File: config.mk
export PLATFORM = sky130hd
export DESIGN_NAME = ebc_ctrl
export DESIGN_NICKNAME = d
export VERILOG_FILES = /design/src/core/ebc_ctrl.v /design/src/core/ebc_window.v
export VERILOG_INCLUDE_DIRS = /design/src /design/src/core
export SDC_FILE = /design/constraint.sdc
export NUM_CORES = 1
export LEC_CHECK = 0
export BUFFER_PORTS_ARGS = -buffer_cell sky130_fd_sc_hd__buf_2
export CAP_MARGIN = 20
export CORE_ASPECT_RATIO = 0.6
export CORE_MARGIN = 2
export CORE_UTILIZATION = 50
export DETAILED_ROUTE_END_ITERATION = 12
export PLACE_DENSITY = 0.81
export SYNTH_ARGS = -nofsm -noshare
export SYNTH_HDL_FRONTEND = slang
export SYNTH_SLANG_ARGS = --single-unit
File: constraint.sdc
create_clock -name i_clock -period 3.6 [get_ports i_clock]
set_clock_uncertainty 0.05 [all_clocks]
set_input_delay 0.36 -clock i_clock [delete_from_list [all_inputs] [get_ports i_clock]]
set_output_delay 0.36 -clock i_clock [all_outputs]
set_load 0.01 [all_outputs]
File: src/core/ebc_map.vh
/*
  constants for the external bus controller: mode codes, config field
  positions, address space codes and timing counts.
  assumes a 200 MHz cpu clock and active-low chip selects on the pins.
*/
// Summary of operation
// - single-chip mode plus four external modes, muxed or demuxed, 8 or 16 bit
// - demux modes: address on address port, data on shared or low byte port
// - mux modes: address first, then data, on the shared port
// - cycle time, tri-state time, latch strobe length, rw delay programmable
// - four address windows, each with select and bus config registers
// - window 4 overrides 3, window 2 overrides 1 on overlap
// - addresses outside every window use the default bus config
// - five active-low chip selects, four windows plus default
// - ready-enabled window cycles wait until ready reaches active level or the ready wait limit runs out
// - ready active level chosen per window by a polarity bit
// - arbitration enable hands request, acknowledge, hold pins to the controller
// - master role after reset; slave select bit turns acknowledge to input
// - upper address port drives eight, four, two or no lines
// - chip selects change half cycle after strobe rise, or on it if early
// - illegal external access sets its flag and raises a class b trap
// - at reset release latch config from shared port, strobes inactive
`ifndef EBC_MAP_VH
`define EBC_MAP_VH

// bus mode field of a bus config word
`define EBC_MODE_LSB 6
`define EBC_MODE_W 2
`define EBC_MODE_DEMUX8 2'h0
`define EBC_MODE_MUX8 2'h1
`define EBC_MODE_DEMUX16 2'h2
`define EBC_MODE_MUX16 2'h3

// bus config word fields (16 bits)
`define EBC_CFG_W 16
`define EBC_CFG_WAIT_LSB 0
`define EBC_CFG_WAIT_W 4
`define EBC_CFG_TRI_BIT 4
`define EBC_CFG_ALE_BIT 5
`define EBC_CFG_RWDLY_BIT 8
`define EBC_CFG_ACTIVE_BIT 10
`define EBC_CFG_RDYEN_BIT 12
`define EBC_CFG_RDYLVL_BIT 13
`define EBC_CFG_CSEN_BIT 14

// window select word: base in high 12 bits, size code in low 4 bits
`define EBC_SEL_W 16
`define EBC_SEL_SIZE_W 4

// address space code for the upper address port
`define EBC_SPACE_64K 2'h0
`define EBC_SPACE_256K 2'h1
`define EBC_SPACE_1M 2'h2
`define EBC_SPACE_16M 2'h3

// system config latched at reset release from the shared port
`define EBC_SYSCFG_W 16
`define EBC_SYSCFG_MODE_LSB 6
`define EBC_SYSCFG_SPACE_LSB 9
`define EBC_SYSCFG_EXT_BIT 8

// ready wait limit before an access is declared illegal
`define EBC_READY_TIMEOUT 8'hff

`endif

File: src/core/ebc_ctrl.v
/*
  external bus controller: decodes four prioritised windows plus default,
  runs muxed or demuxed bus cycles, ready handshake, hold arbitration.
  assumes cpu requests are held stable until o_cpu_done; pins are
  synchronous to i_clock; one i_clock cycle is half a cpu clock cycle.
*/
`timescale 1ns/1ps
`default_nettype none
`include "ebc_map.vh"

module ebc_ctrl #(
  parameter AW = 24,
  parameter NWIN = 4
) (
  // clock and reset
  input wire i_clock,
  input wire i_nrst,
  // cpu side request
  input wire i_cpu_req,
  input wire i_cpu_write,
  input wire i_cpu_byte,
  input wire [AW-1:0] i_cpu_addr,
  input wire [15:0] i_cpu_wdata,
  output reg o_cpu_done,
  output reg [15:0] o_cpu_rdata,
  // configuration
  input wire [NWIN*`EBC_SEL_W-1:0] i_window_select_reg,
  input wire [NWIN*`EBC_CFG_W-1:0] i_window_bus_config_reg,
  input wire [`EBC_CFG_W-1:0] i_default_bus_config_reg,
  input wire i_early_chip_select_bit,
  input wire i_arbitration_enable_bit,
  input wire i_arbiter_slave_select_bit,
  // status
  output reg [`EBC_SYSCFG_W-1:0] o_system_config_reg,
  output reg o_illegal_bus_access_flag,
  output reg o_class_b_trap,
  input wire i_trap_flag_clear,
  // shared address/data port
  input wire [15:0] i_shared_addr_data_port,
  output reg [15:0] o_shared_addr_data_port,
  output reg [15:0] o_shared_addr_data_oe,
  // address ports
  output reg [15:0] o_demux_address_port,
  output reg [7:0] o_upper_address_port,
  // strobes and selects
  output reg o_ale,
  output reg o_read_strobe_n,
  output reg o_write_strobe_n,
  output reg o_write_high_strobe_n,
  output reg [NWIN-1:0] o_window_chip_select_n,
  output reg o_default_chip_select_n,
  input wire i_ready,
  // arbitration pins
  input wire i_hold_request_n,
  output reg o_bus_request_out_n,
  input wire i_hold_acknowledge_n,
  output reg o_hold_acknowledge_n,
  output reg o_hold_acknowledge_oe
);
  // ---------------------------------------------------------------
  // state codes
  // ---------------------------------------------------------------
  localparam ST_IDLE = 3'h0;
  localparam ST_ADDR = 3'h1;
  localparam ST_DLY = 3'h2;
  localparam ST_CMD = 3'h3;
  localparam ST_TRI = 3'h4;
  localparam ST_HOLD = 3'h5;

  // ---------------------------------------------------------------
  // window decode
  // ---------------------------------------------------------------
  wire [NWIN-1:0] hit;
  genvar g;
  generate
    for (g = 0; g < NWIN; g = g + 1) begin : gen_win
      ebc_window #(.AW(AW)) u_win (
        .i_addr(i_cpu_addr),
        .i_select(i_window_select_reg[g*`EBC_SEL_W +: `EBC_SEL_W]),
        .i_enable(i_window_bus_config_reg[g*`EBC_CFG_W+`EBC_CFG_ACTIVE_BIT]),
        .o_hit(hit[g])
      );
    end
  endgenerate

  reg [NWIN:0] sel_onehot;
  reg [`EBC_CFG_W-1:0] sel_cfg;
  always @* begin
    // higher pair overrides lower: 4 over 3, 2 over 1
    sel_onehot = {(NWIN+1){1'b0}};
    sel_cfg = i_default_bus_config_reg;
    if (hit[3]) begin
      sel_onehot[3] = 1'b1;
      sel_cfg = i_window_bus_config_reg[3*`EBC_CFG_W +: `EBC_CFG_W];
    end else if (hit[2]) begin
      sel_onehot[2] = 1'b1;
      sel_cfg = i_window_bus_config_reg[2*`EBC_CFG_W +: `EBC_CFG_W];
    end else if (hit[1]) begin
      sel_onehot[1] = 1'b1;
      sel_cfg = i_window_bus_config_reg[1*`EBC_CFG_W +: `EBC_CFG_W];
    end else if (hit[0]) begin
      sel_onehot[0] = 1'b1;
      sel_cfg = i_window_bus_config_reg[0 +: `EBC_CFG_W];
    end else begin
      sel_onehot[NWIN] = 1'b1;
    end
  end

  // ---------------------------------------------------------------
  // cycle registers
  // ---------------------------------------------------------------
  reg [2:0] state_reg;
  reg [2:0] state_next;
  reg [`EBC_CFG_W-1:0] cfg_reg;
  reg [NWIN:0] region_reg;
  reg [3:0] wait_reg;
  reg [7:0] tmo_reg;
  reg write_reg;
  reg byte_reg;
  reg [AW-1:0] addr_reg;
  reg [15:0] wdata_reg;
  reg [1:0] sub_reg;
  reg init_reg;

  wire [1:0] mode = cfg_reg[`EBC_MODE_LSB +: `EBC_MODE_W];
  wire muxed = mode[0];
  wire wide = mode[1];
  wire rdy_en = cfg_reg[`EBC_CFG_RDYEN_BIT];
  wire rdy_ok = (i_ready == cfg_reg[`EBC_CFG_RDYLVL_BIT]);
  wire ext_on = o_system_config_reg[`EBC_SYSCFG_EXT_BIT];
  wire [1:0] space = o_system_config_reg[`EBC_SYSCFG_SPACE_LSB +: 2];
  wire slave = i_arbiter_slave_select_bit;
  wire hold_in = i_arbitration_enable_bit & ~i_hold_request_n;
  wire slave_granted = ~i_hold_acknowledge_n;
  wire can_start = ~slave | slave_granted;
  wire sel_cs_en = sel_cfg[`EBC_CFG_CSEN_BIT];

  // ---------------------------------------------------------------
  // state machine
  // ---------------------------------------------------------------
  wire wait_done = (wait_reg == 4'h0);
  wire tmo = (tmo_reg == `EBC_READY_TIMEOUT);
  // a trap event in this cycle, so that a clear in the same cycle loses
  wire trap_set = ((state_reg == ST_IDLE) &&
    (state_next == ST_ADDR) && !ext_on) ||
    ((state_reg == ST_CMD) && (state_next != ST_CMD) && tmo);
  always @* begin
    state_next = state_reg;
    case (state_reg)
      ST_IDLE: begin
        if (hold_in && !slave)
          state_next = ST_HOLD;
        else if (i_cpu_req && !o_cpu_done && can_start)
          state_next = ST_ADDR;
      end
      ST_ADDR: begin
        // latch strobe spans one or two sub-cycles
        if (sub_reg == {1'b0, cfg_reg[`EBC_CFG_ALE_BIT]})
          state_next = cfg_reg[`EBC_CFG_RWDLY_BIT] ? ST_DLY : ST_CMD;
      end
      ST_DLY: state_next = ST_CMD;
      ST_CMD: begin
        if ((wait_done && (!rdy_en || rdy_ok)) || tmo)
          state_next = cfg_reg[`EBC_CFG_TRI_BIT] ? ST_TRI : ST_IDLE;
      end
      ST_TRI: state_next = ST_IDLE;
      ST_HOLD: begin
        if (!hold_in)
          state_next = ST_IDLE;
      end
      default: state_next = ST_IDLE;
    endcase
  end

  // ---------------------------------------------------------------
  // sequential part
  // ---------------------------------------------------------------
  always @(posedge i_clock or negedge i_nrst) begin
    if (!i_nrst) begin
      state_reg <= ST_IDLE;
      cfg_reg <= {`EBC_CFG_W{1'b0}};
      region_reg <= {(NWIN+1){1'b0}};
      wait_reg <= 4'h0;
      tmo_reg <= 8'h00;
      write_reg <= 1'b0;
      byte_reg <= 1'b0;
      addr_reg <= {AW{1'b0}};
      wdata_reg <= 16'h0000;
      sub_reg <= 2'h0;
      o_cpu_done <= 1'b0;
      o_cpu_rdata <= 16'h0000;
      o_system_config_reg <= {`EBC_SYSCFG_W{1'b0}};
      o_illegal_bus_access_flag <= 1'b0;
      o_class_b_trap <= 1'b0;
      o_shared_addr_data_port <= 16'h0000;
      o_shared_addr_data_oe <= 16'h0000;
      o_demux_address_port <= 16'h0000;
      o_upper_address_port <= 8'h00;
      o_ale <= 1'b0;
      o_read_strobe_n <= 1'b1;
      o_write_strobe_n <= 1'b1;
      o_write_high_strobe_n <= 1'b1;
      o_window_chip_select_n <= {NWIN{1'b1}};
      o_default_chip_select_n <= 1'b1;
      o_bus_request_out_n <= 1'b1;
      o_hold_acknowledge_n <= 1'b1;
      o_hold_acknowledge_oe <= 1'b0;
      init_reg <= 1'b1;
    end else begin
      state_reg <= state_next;
      o_cpu_done <= 1'b0;
      o_class_b_trap <= 1'b0;
      init_reg <= 1'b0;
      // first edge after release: latch straps from shared port
      if (init_reg)
        o_system_config_reg <= i_shared_addr_data_port;
      // role of the acknowledge pin
      o_hold_acknowledge_oe <= i_arbitration_enable_bit & ~slave;
      o_hold_acknowledge_n <= ~(state_next == ST_HOLD);
      // slave asks the master for the bus
      o_bus_request_out_n <= ~(i_arbitration_enable_bit &
        ((slave && i_cpu_req && !slave_granted) ||
         (!slave && hold_in && i_cpu_req)));
      case (state_reg)
        ST_IDLE: begin
          o_shared_addr_data_oe <= 16'h0000;
          o_window_chip_select_n <= {NWIN{1'b1}};
          o_default_chip_select_n <= 1'b1;
          if (state_next == ST_ADDR) begin
            if (!ext_on) begin
              // single chip: no external access allowed
              state_reg <= ST_IDLE;
              o_cpu_done <= 1'b1;
              o_illegal_bus_access_flag <= 1'b1;
              o_class_b_trap <= 1'b1;
            end else begin
              cfg_reg <= sel_cfg;
              region_reg <= sel_onehot & {(NWIN+1){sel_cs_en}};
              write_reg <= i_cpu_write;
              byte_reg <= i_cpu_byte;
              addr_reg <= i_cpu_addr;
              wdata_reg <= i_cpu_wdata;
              sub_reg <= 2'h0;
              o_ale <= 1'b1;
              o_demux_address_port <= i_cpu_addr[15:0];
              o_shared_addr_data_port <= i_cpu_addr[15:0];
              o_shared_addr_data_oe <= sel_cfg[`EBC_MODE_LSB] ?
                16'hffff : 16'h0000;
              // early select switches together with the latch strobe rise
              if (i_early_chip_select_bit) begin
                o_window_chip_select_n <= ~(sel_onehot[NWIN-1:0] &
                  {NWIN{sel_cs_en}});
                o_default_chip_select_n <= ~(sel_onehot[NWIN] & sel_cs_en);
              end
              case (space)
                `EBC_SPACE_16M: o_upper_address_port <= i_cpu_addr[23:16];
                `EBC_SPACE_1M: o_upper_address_port <= {4'h0, i_cpu_addr[19:16]};
                `EBC_SPACE_256K: o_upper_address_port <= {6'h00, i_cpu_addr[17:16]};
                default: o_upper_address_port <= 8'h00;
              endcase
            end
          end
        end
        ST_ADDR: begin
          sub_reg <= sub_reg + 2'h1;
          // normal select switches half a cpu cycle after the strobe rise
          if (sub_reg == 2'h0) begin
            o_window_chip_select_n <= ~region_reg[NWIN-1:0];
            o_default_chip_select_n <= ~region_reg[NWIN];
          end
          if (state_next != ST_ADDR) begin
            o_ale <= 1'b0;
            wait_reg <= cfg_reg[`EBC_CFG_WAIT_LSB +: `EBC_CFG_WAIT_W];
            tmo_reg <= 8'h00;
            if (write_reg) begin
              o_shared_addr_data_port <= wdata_reg;
              o_shared_addr_data_oe <= wide ? 16'hffff : 16'h00ff;
            end else begin
              o_shared_addr_data_oe <= 16'h0000;
            end
            if (state_next == ST_CMD) begin
              o_read_strobe_n <= write_reg;
              o_write_strobe_n <= ~write_reg;
              o_write_high_strobe_n <= ~(write_reg & wide & ~byte_reg);
            end
          end
        end
        ST_DLY: begin
          o_read_strobe_n <= write_reg;
          o_write_strobe_n <= ~write_reg;
          o_write_high_strobe_n <= ~(write_reg & wide & ~byte_reg);
        end
        ST_CMD: begin
          if (!wait_done)
            wait_reg <= wait_reg - 4'h1;
          if (rdy_en && !rdy_ok)
            tmo_reg <= tmo_reg + 8'h01;
          if (state_next != ST_CMD) begin
            o_read_strobe_n <= 1'b1;
            o_write_strobe_n <= 1'b1;
            o_write_high_strobe_n <= 1'b1;
            o_cpu_done <= 1'b1;
            o_cpu_rdata <= wide ? i_shared_addr_data_port :
              {8'h00, i_shared_addr_data_port[7:0]};
            if (tmo) begin
              o_illegal_bus_access_flag <= 1'b1;
              o_class_b_trap <= 1'b1;
            end
            if (!cfg_reg[`EBC_CFG_TRI_BIT]) begin
              o_window_chip_select_n <= {NWIN{1'b1}};
              o_default_chip_select_n <= 1'b1;
            end
            o_shared_addr_data_oe <= 16'h0000;
          end
        end
        ST_TRI: begin
          o_window_chip_select_n <= {NWIN{1'b1}};
          o_default_chip_select_n <= 1'b1;
        end
        default: begin
          o_shared_addr_data_oe <= 16'h0000;
        end
      endcase
      // clear loses against a new event in the same cycle
      if (i_trap_flag_clear && !trap_set)
        o_illegal_bus_access_flag <= 1'b0;
    end
  end

  wire unused_ok = muxed ^ addr_reg[0];
endmodule // ebc_ctrl

`default_nettype wire

File: src/core/ebc_window.v
/*
  one address window decoder: compares an access address with a base and
  a power-of-two size taken from a window select word.
  assumes 24-bit addresses; size code n gives a 4 kbyte * 2^n window.
*/
`timescale 1ns/1ps
`default_nettype none
`include "ebc_map.vh"

module ebc_window #(
  parameter AW = 24
) (
  // access address
  input wire [AW-1:0] i_addr,
  // window select word and its enable
  input wire [`EBC_SEL_W-1:0] i_select,
  input wire i_enable,
  // match
  output wire o_hit
);
  wire [3:0] size_code;
  wire [AW-1:0] base;
  wire [AW-1:0] mask;

  assign size_code = i_select[`EBC_SEL_SIZE_W-1:0];
  assign base = {i_select[`EBC_SEL_W-1:`EBC_SEL_SIZE_W], 12'h000};
  // ones above the window size bits, zeros within
  assign mask = {AW{1'b1}} << (5'd12 + {1'b0, size_code});
  assign o_hit = i_enable & ((i_addr & mask) == (base & mask));
endmodule // ebc_window

`default_nettype wire

==> flow_summary.ini, run 1 <==
[sta]
worstMarginPinSlew_ns = 0.975
slew_violations = 0
fmaxAchievable_ghz = 0.306
tns_ns = 0
setup_viol = 0
finalHoldViolCount = 19
worst_slack_ns = 0.329
rsz0062_at_grt = no
timing.slew.headroom_pct = 34.6
final.min_clock_period_ns = 3.27
finalCritPeriodShare_pct = 90.9
timing.hold.ws_ns = -0.0269

[grt]
grt_max_degree = 98
antenna_found_initial = 4
gr-total-overflow = 0
track_usage_pct = 29.8
grt_pass1_vias = 7719
grt_pass1_wl_mm = 41.3

[yosys]
synthDistinctLibCells = 74
synth_mux_area_share_pct = 6.97
synth_common_cells = 212 x nand2_1, 129 x dfrtp_1, 53 x o21ai_0
ys_async_sr_fraction_pct = 100
synthAdderAreaFrac_pct = 2.97
synth_warnings = 0
synth.top_cell.area_share_pct = 38.7
synth_compound_area_share_pct = 16.6
ys_seq_area_share_pct = 42.2
synth_xor_area_share_pct = 5.77
netlist_area_um2 = 8340
synthCells = 941
syn_nets = 1172
ys_dominant_reg_cell = dfrtp_1
yosysMostFrequentCell = nand2_1
syn_area_per_cell_um2 = 8.87
synth_area_leader_cell = dfrtp_1
synth.area.top_cells = dfrtp_1 39%, nand2_1 9.5%, mux2_2 5.5%
yosys.area_share.simple_pct = 19.1
ys_seq_elements = 140
synth-edff-count = 0
synth_top_family_by_area = simple AND/OR/NAND/NOR gates

[layout]
drive_gt1_share_pct = 35.0
fin_util_pct = 65.0
multiInputGateArea_um2 = 4320
area_growth_pct = 26.7
register_area_um2 = 3520
nNetsFinal = 1437
n_fill_cell = 1386

[cts]
cts-root-buf = clkbuf_16
cts.sinks = 140
postCtsSetupRepairBufs = 0
holdBufCountCts = 0
cts_buffer_depth = 2
cts_resized = 0
htreeDepth = 4
clk_latency_ns = 0.41
numCtsBuffers = 17
cts_tree = built
clk_pin_slew_worst_paths_ns = 0.07

[placed_design]
pre_cts_slack_ns = 0.00912
dpl.hpwl_mm = 20.0
gp_congestion = 0.959
port_buffers = 298

[power_and_ir_drop]
power_density_nw_per_um2 = 658
max-vdd-ir-drop_v = 0.000352
p_leak_nw = 5.41

[worst_setup_path]
required_ns = 3.84
path_class = flop to flop
crit_path_end_kind = flop
cp.arrival_ns = 3.51
cp-start-kind = flop
worstPathMaxFanout = 16

[floorplanning]
rows = 36
fp.dieH_um = 104
die_w_um = 171
ios = 315
coreArea_um2 = 16300
initial_core_util_pct = 51.3
fp.dieArea_um2 = 17800

[worst_hold_path]
worstHoldPathType = input port to asynchronous set/reset pin

[outcome]
outcome = finished with violations
violations = negative hold slack

[detailed_routing]
wl_mm = 26.6
viasPerCell = 5.64
ant_nets = 0
dr_total_vias = 8178
wl_per_cell_um = 18.3
dr.first_iter.drc_count = 696
dr.pass1.iters = 5
drc_errors = 0

[job]
drv_cap = 0
[final cells by class]
| type | instances | area share [%] |
|---|---|---|
| multi-input cells | 685 | 40.8 |
| flip-flops and latches | 140 | 33.3 |
| repair buffers | 319 | 15.9 |
| clock buffers | 17 | 4.02 |
| well taps | 228 | 2.70 |
| clock inverters | 15 | 1.67 |
| inverters | 43 | 1.53 |
| diodes | 4 | 0.0947 |
[worst paths after layout]
kind | depth (start not counted) | slack [ns] | endpoint | from
worst max register to register | 11 | 0.33 | o_shared_addr_data_port[9] | wait_reg[0]
worst min-delay path | 1 | -0.03 | o_demux_address_port[0] | i_nrst
worst min register to register | 2 | 0.42 | region_reg[0] | region_reg[0]
max in group asynchronous | 2 | 2.69 | cfg_reg[12] | i_nrst
worst max-delay path | 11 | 0.33 | o_shared_addr_data_port[9] | wait_reg[0]
min in group i_clock | 2 | 0.07 | o_bus_request_out_n | i_arbitration_enable_bit
[worst max-delay path, stage by stage (launching register included)]
cell and delay (ns):
dfrtp_1 0.38, inv_1 0.09, ha_1 0.19, nor3b_1 0.28, a21boi_0 0.54, o21ai_0 0.21, nand2_1 0.15, nand4_1 0.21
and3_1 0.28, o21ai_1 0.12, buf_4 0.28, mux2_2 0.37
[layout by cell type (no fill, tap or decap), types with 17 or more instances in the layout]
| cell type | n |
|---|---|
| inv_1 | 43 |
| mux2_2 | 41 |
| a21oi_1 | 49 |
| buf_2 | 297 |
| nand2_1 | 212 |
| xnor2_1 | 20 |
| dfrtp_1 | 129 |
| nor2_1 | 33 |
| clkbuf_16 | 17 |
| o21ai_0 | 53 |
| nand3_1 | 23 |
| a22o_1 | 17 |
| buf_4 | 19 |
| ha_1 | 19 |
| xor2_1 | 35 |
[cells by family after synthesis]
family,count (synthesis)
DFF,140
buffers and inverters,116
other,1
adders and majority gates,20
AOI/OAI and AO/OA,210
muxes,53
xor gates and xnor gates,55
and+or+nand+nor,346
[report_power, final]
group          switching, mW  total (mW)  internal (mW)
logic                   1.50        2.61           1.10
clock network          0.823        1.76          0.938
registers              0.423        2.58           2.16
total                   2.75        6.95           4.20
[metal layers]
metal	vias to the layer above	track usage [%]	wire [µm]
li1	3800	-	-
met5	-	0	14
met2	437	43.1	11500
met3	48	7.84	2520
met1	3891	43.7	12000
met4	2	8.49	541
[per-stage QoR]
stage                     cells  total power [mW]  area [µm²]  hold WS (ns)
after detailed placement   1415              5.18        9960         0.406
final                      1451              6.95       10600       -0.0269
after global placement     1415              5.07        9960         0.400
after CTS                  1447              6.96       10600        0.0109
after global routing       1449              7.41       10600        0.0500
after floorplan             941              4.17        8340        0.0144
Power figures use the tool's default switching activity.
==> run 2, diff against run 1 <==
--- a/config.mk
+++ b/config.mk
@@ -10,9 +10,9 @@
 export CAP_MARGIN = 20
 export CORE_ASPECT_RATIO = 0.6
 export CORE_MARGIN = 2
-export CORE_UTILIZATION = 50
+export CORE_UTILIZATION = 54
 export DETAILED_ROUTE_END_ITERATION = 12
-export PLACE_DENSITY = 0.81
+export PLACE_DENSITY = 0.87
 export SYNTH_ARGS = -nofsm -noshare
 export SYNTH_HDL_FRONTEND = slang
 export SYNTH_SLANG_ARGS = --single-unit
==> constraint.sdc (replaced) <==
create_clock -name i_clock -period 4.1 [get_ports i_clock]
set_clock_uncertainty 0.05 [all_clocks]
set_input_delay 0.41 -clock i_clock [delete_from_list [all_inputs] [get_ports i_clock]]
set_output_delay 0.41 -clock i_clock [all_outputs]
set_load 0.01 [all_outputs]
==> flow_summary.ini, run 2 (synthesis gave the netlist of run 1 again) <==
[outcome]
outcome = finished, final reports clean

[grt]
track_usage_pct = 32.0
antenna_found_initial = 2
gr-total-overflow = 0
grt_pass1_vias = 7711
grt_pass1_wl_mm = 40.6
grt_max_degree = 94

[cts]
clk_latency_ns = 0.41
clk_pin_slew_worst_paths_ns = 0.07
cts-root-buf = clkbuf_16
cts_tree = built
cts_resized = 0
postCtsSetupRepairBufs = 0
holdBufCountCts = 0
cts_buffer_depth = 2
cts.sinks = 140
htreeDepth = 4
numCtsBuffers = 17

[detailed_routing]
wl_mm = 26.4
dr_total_vias = 8076
wl_per_cell_um = 18.6
dr.first_iter.drc_count = 672
wl_met3_mm = 2.90
drc_errors = 0
drt-met1-wl_mm = 11.3
ant_nets = 0
viasPerCell = 5.69
top_layer = met5
dr.pass1.iters = 5
dr_wl_met2_mm = 11.6

[sta]
finalCritPeriodShare_pct = 82.4
slew_violations = 0
final.min_clock_period_ns = 3.38
timing.hold.ws_ns = 0.0226
rsz0062_at_grt = no
timing.slew.headroom_pct = 27.2
tns_ns = 0
finalHoldViolCount = 0
setup_viol = 0
worstMarginPinSlew_ns = 1.09
fmaxAchievable_ghz = 0.296

[floorplanning]
coreArea_um2 = 15200
rows = 35
fp.dieArea_um2 = 16500
initial_core_util_pct = 54.8
ios = 315
fp.dieH_um = 100
die_w_um = 164

[worst_setup_path]
path_class = input port to flop
worstPathMaxFanout = 14
path_delay_family = simple AND/OR/NAND/NOR gates
crit_path_end_kind = flop
crit_cells = 11
crit_buf_inv = 2
r2r-start = wait_reg[0]
cp-start-kind = input port
critical-path-max-stage-delay_ns = 0.89
cp.arrival_ns = 3.66
required_ns = 4.39
critPathLaunch = i_window_select_reg[18]
cp_slowest_cell = nor3_2
reg2reg_depth = 12
path_cells = buf_2 -> inv_1 -> ha_1 -> or3b_1 -> a21oi_1 -> o32ai_1 -> nor4_1 -> and3_1 -> nor3_2 -> nand3_1 -> o221a_2

[layout]
nNetsFinal = 1432
final_common_cell = buf_2
mostFrequentLayoutCells = 297 x buf_2, 212 x nand2_1, 129 x dfrtp_1
n_fill_cell = 1267
drive_gt1_share_pct = 34.8
area_growth_pct = 25.7

[power_and_ir_drop]
p_int_mw = 3.79
p_leak_nw = 5.40
switchingPower_mw = 2.41
power_density_nw_per_um2 = 590
share_seq_of_total_power_pct = 36.8
power_switching_share_pct = 38.8
clkPwrFrac_pct = 26.4
comb_power_share_pct = 36.8
max-vdd-ir-drop_v = 0.000341

[placed_design]
port_buffers = 298
gp_congestion = 0.932
dpl.hpwl_mm = 19.8

[job]
drv_cap = 0

[worst_hold_path]
worstHoldPathType = input port to asynchronous set/reset pin
run 2: cell types whose count changed in the layout (fill, tap and decap cells not counted):
cell,before,now
clkinv_4,1,0
diode_2,4,2
inv_6,3,6
nand3_4,1,0
clkinvlp_4,2,1
clkinv_2,0,1
clkinv_8,5,2
buf_4,19,15
nand3_2,0,1
buf_8,0,1
inv_8,4,3
buf_12,2,0
bufinv_16,0,2
run 2: path summary, 6_finish.rpt:
kind | end | slack, ns
worst max-delay path | o_default_chip_select_n | 0.72
min in group i_clock | o_bus_request_out_n | 0.13
worst min register to register | region_reg[0] | 0.42
max in group asynchronous | init_reg | 3.04
worst max register to register | o_shared_addr_data_port[1] | 0.75
worst min-delay path | o_shared_addr_data_port[8] | 0.02
run 2: power by group through the flow:
stage	sequential [mW]	combinational (mW)	clock, mW
floorplan	2.32	1.34	0
global placement	2.26	2.18	0
detailed placement	2.28	2.27	0
CTS	2.27	2.28	1.66
global route	2.33	2.53	1.72
finish	2.28	2.28	1.64
run 2: area by class of cell:
type / count / area (µm²) / share of cell area, %
Multi-Input combinational cell: 685 / 4310 / 41.1
Clock inverter: 15 / 191 / 1.82
Sequential cell: 140 / 3520 / 33.5
Antenna cell: 2 / 5.00 / 0.0477
Tap cell: 203 / 254 / 2.42
Clock buffer: 17 / 425 / 4.06
Timing Repair Buffer: 314 / 1630 / 15.5
Inverter: 43 / 161 / 1.54
run 2: per-stage QoR:
step / std cells / util (%) / power, mW / cell area, µm² / setup WS (ns)
after floorplan: 941 / - / 3.66 / 8340 / 0.738
after CTS: 1417 / 68.8 / 6.20 / 10500 / 0.793
after global routing: 1418 / 68.8 / 6.58 / 10500 / 0.555
final: 1419 / 68.8 / 6.19 / 10500 / 0.722
after detailed placement: 1385 / 64.8 / 4.55 / 9870 / 0.403
after global placement: 1384 / 64.7 / 4.44 / 9850 / 0.461
run 2: metal layers:
layer | track usage, % | vias up
li1 | - | 3778
met1 | 44.9 | 3833
met2 | 48.0 | 419
met3 | 9.63 | 44
met4 | 9.77 | 2
met5 | 0 | -
run 2: worst reg2reg max path: cells and delay by family (launching register included):
family	cells	cell delay, ns
muxes	1	0.31
buffers and inverters	3	0.52
adders and majority gates	1	0.18
AOI/OAI and AO/OA	4	1.24
DFF	1	0.37
and+or+nand+nor	3	0.57
==> run 3, diff against run 2 <==
--- a/config.mk
+++ b/config.mk
@@ -10,9 +10,9 @@
 export CAP_MARGIN = 20
 export CORE_ASPECT_RATIO = 0.6
 export CORE_MARGIN = 2
-export CORE_UTILIZATION = 54
+export CORE_UTILIZATION = 45
 export DETAILED_ROUTE_END_ITERATION = 12
-export PLACE_DENSITY = 0.87
+export PLACE_DENSITY = 0.77
 export SYNTH_ARGS = -nofsm -noshare
 export SYNTH_HDL_FRONTEND = slang
 export SYNTH_SLANG_ARGS = --single-unit
==> constraint.sdc (replaced) <==
create_clock -name i_clock -period 2.75 [get_ports i_clock]
set_clock_uncertainty 0.05 [all_clocks]
set_input_delay 0.275 -clock i_clock [delete_from_list [all_inputs] [get_ports i_clock]]
set_output_delay 0.275 -clock i_clock [all_outputs]
set_load 0.01 [all_outputs]
==> flow_summary.ini, run 3 (synthesis gave the netlist of run 1 again) <==
[outcome]
outcome = finished, final reports clean

[worst_setup_path]
worstPathMaxFanout = 8
crit_path_end_kind = flop
cp-start-kind = flop
critPathLaunch = wait_reg[0]
path_class = flop to flop
r2r-start = wait_reg[0]
cp.arrival_ns = 2.92
required_ns = 2.99

[floorplanning]
coreArea_um2 = 18100
initial_core_util_pct = 46.1
fp.dieH_um = 109
die_w_um = 180
fp.dieArea_um2 = 19700
rows = 38
ios = 315

[detailed_routing]
wl_per_cell_um = 19.1
drc_errors = 0
ant_nets = 0
viasPerCell = 5.53
wl_mm = 29.2
dr.first_iter.drc_count = 796
dr.pass1.iters = 5
dr_total_vias = 8476

[grt]
grt.met1_usage_pct = 43.5
grt_pass1_vias = 8044
grt_util_met3_pct = 6.76
busiest_layer = met2
gr-total-overflow = 0
track_usage_pct = 29.4
groute.layer.met2.usage_pct = 43.8
grt_pass1_wl_mm = 44.8
grt_max_degree = 54
antenna_found_initial = 5

[placed_design]
post_dp_cell_area_um2 = 10600
place_inst = 1494
gp_congestion = 0.942
dpl.hpwl_mm = 22.6
port_buffers = 298

[power_and_ir_drop]
max-vdd-ir-drop_v = 0.000405
fin_total_pwr_mw = 9.44
power_density_nw_per_um2 = 836
p_leak_nw = 5.80

[cts]
cts-root-buf = clkbuf_16
cts.sinks = 140
clk_latency_ns = 0.41
clk_pin_slew_worst_paths_ns = 0.07
cts_tree = built
htreeDepth = 4
cts_buffer_depth = 2
numCtsBuffers = 17

[layout]
final_common_cell = buf_2
final_area_um2 = 11300
fin_util_pct = 62.4
drive_gt1_share_pct = 39.7
area_growth_pct = 35.4
nNetsFinal = 1509
fin_cells = 1534
mostFrequentLayoutCells = 297 x buf_2, 212 x nand2_1, 129 x dfrtp_1

[sta]
finalCritPeriodShare_pct = 97.4
worstMarginPinSlew_ns = 0.754
final.min_clock_period_ns = 2.68
slew_violations = 0
timing.slew.headroom_pct = 49.4
fmaxAchievable_ghz = 0.374
timing.hold.ws_ns = 0.00246
setup_viol = 0
finalHoldViolCount = 0

[job]
drv_cap = 0

[worst_hold_path]
hold_start = i_arbitration_enable_bit
worstHoldPathType = input port to flop
run 3: changes by cell type in the layout (fill, tap and decap cells not counted), sizes merged:
| cell | before | now |
|---|---|---|
| clkinv | 3 | 4 |
| dlygate4sd3 | 0 | 3 |
| clkinvlp | 1 | 2 |
| clkbuf | 17 | 18 |
| bufinv | 2 | 0 |
| buf | 314 | 387 |
| diode | 2 | 3 |
run 3: cell type report:
class | count | area [µm²]
Inverter | 43 | 169
Tap cell | 240 | 300
Timing Repair Buffer | 391 | 2320
Sequential cell | 140 | 3520
Clock buffer | 17 | 425
Fill cell | 1549 | 6820
Antenna cell | 3 | 7.51
Multi-Input combinational cell | 685 | 4410
Clock inverter | 15 | 145
run 3: through the flow:
| stage | setup WS (ns) | setup TNS (ns) |
|---|---|---|
| 6_report | 0.0728 | 0 |
| 5_1_grt | -0.0429 | -0.443 |
| 4_1_cts | 0.0144 | 0 |
| 3_5_place_dp | -0.278 | -4.49 |
| 3_3_place_gp | -0.261 | -3.88 |
| 2_1_floorplan | -0.159 | -1.27 |
run 3: layer usage:
metal | up-vias | share of wire (%)
li1 | 3932 | -
met1 | 4061 | 46
met2 | 440 | 43
met3 | 39 | 9.9
met4 | 4 | 1.5
met5 | - | 0.082
run 3: path summary, 6_finish.rpt:
path	slack, ns	to	depth (start not counted)
min reg2reg	0.42	o_demux_address_port[15]	2
min	0.002	o_bus_request_out_n	2
min in group asynchronous	0.32	o_hold_acknowledge_oe	2
max in group asynchronous	1.54	init_reg	3
max	0.07	o_shared_addr_data_port[9]	12
max reg2reg	0.07	o_shared_addr_data_port[9]	12
run 3: critical path: stages (launching register included):
cell,delay [ns]
dfrtp_1,0.38
inv_2,0.07
ha_2,0.18
nor3b_4,0.19
a21boi_2,0.18
buf_4,0.15
o21ai_1,0.09
nand2_1,0.13
nand4_1,0.15
and3_4,0.23
o21ai_4,0.23
clkbuf_16,0.21
mux2_2,0.32
run 3: power breakdown:
| group | switching (mW) | total, mW | leakage [nW] | internal (mW) |
|---|---|---|---|---|
| Clock | 1.06 | 2.27 | 0.277 | 1.21 |
| Sequential | 0.545 | 3.37 | 1.75 | 2.83 |
| Combinational | 2.12 | 3.80 | 3.77 | 1.67 |
run 3: what timing repair did:
item,CTS,global route
buffers inserted,0,1
hold buffers,3,0
resized for setup,0,14
setup endpoints to repair,0,82
hold endpoints to repair,46,0
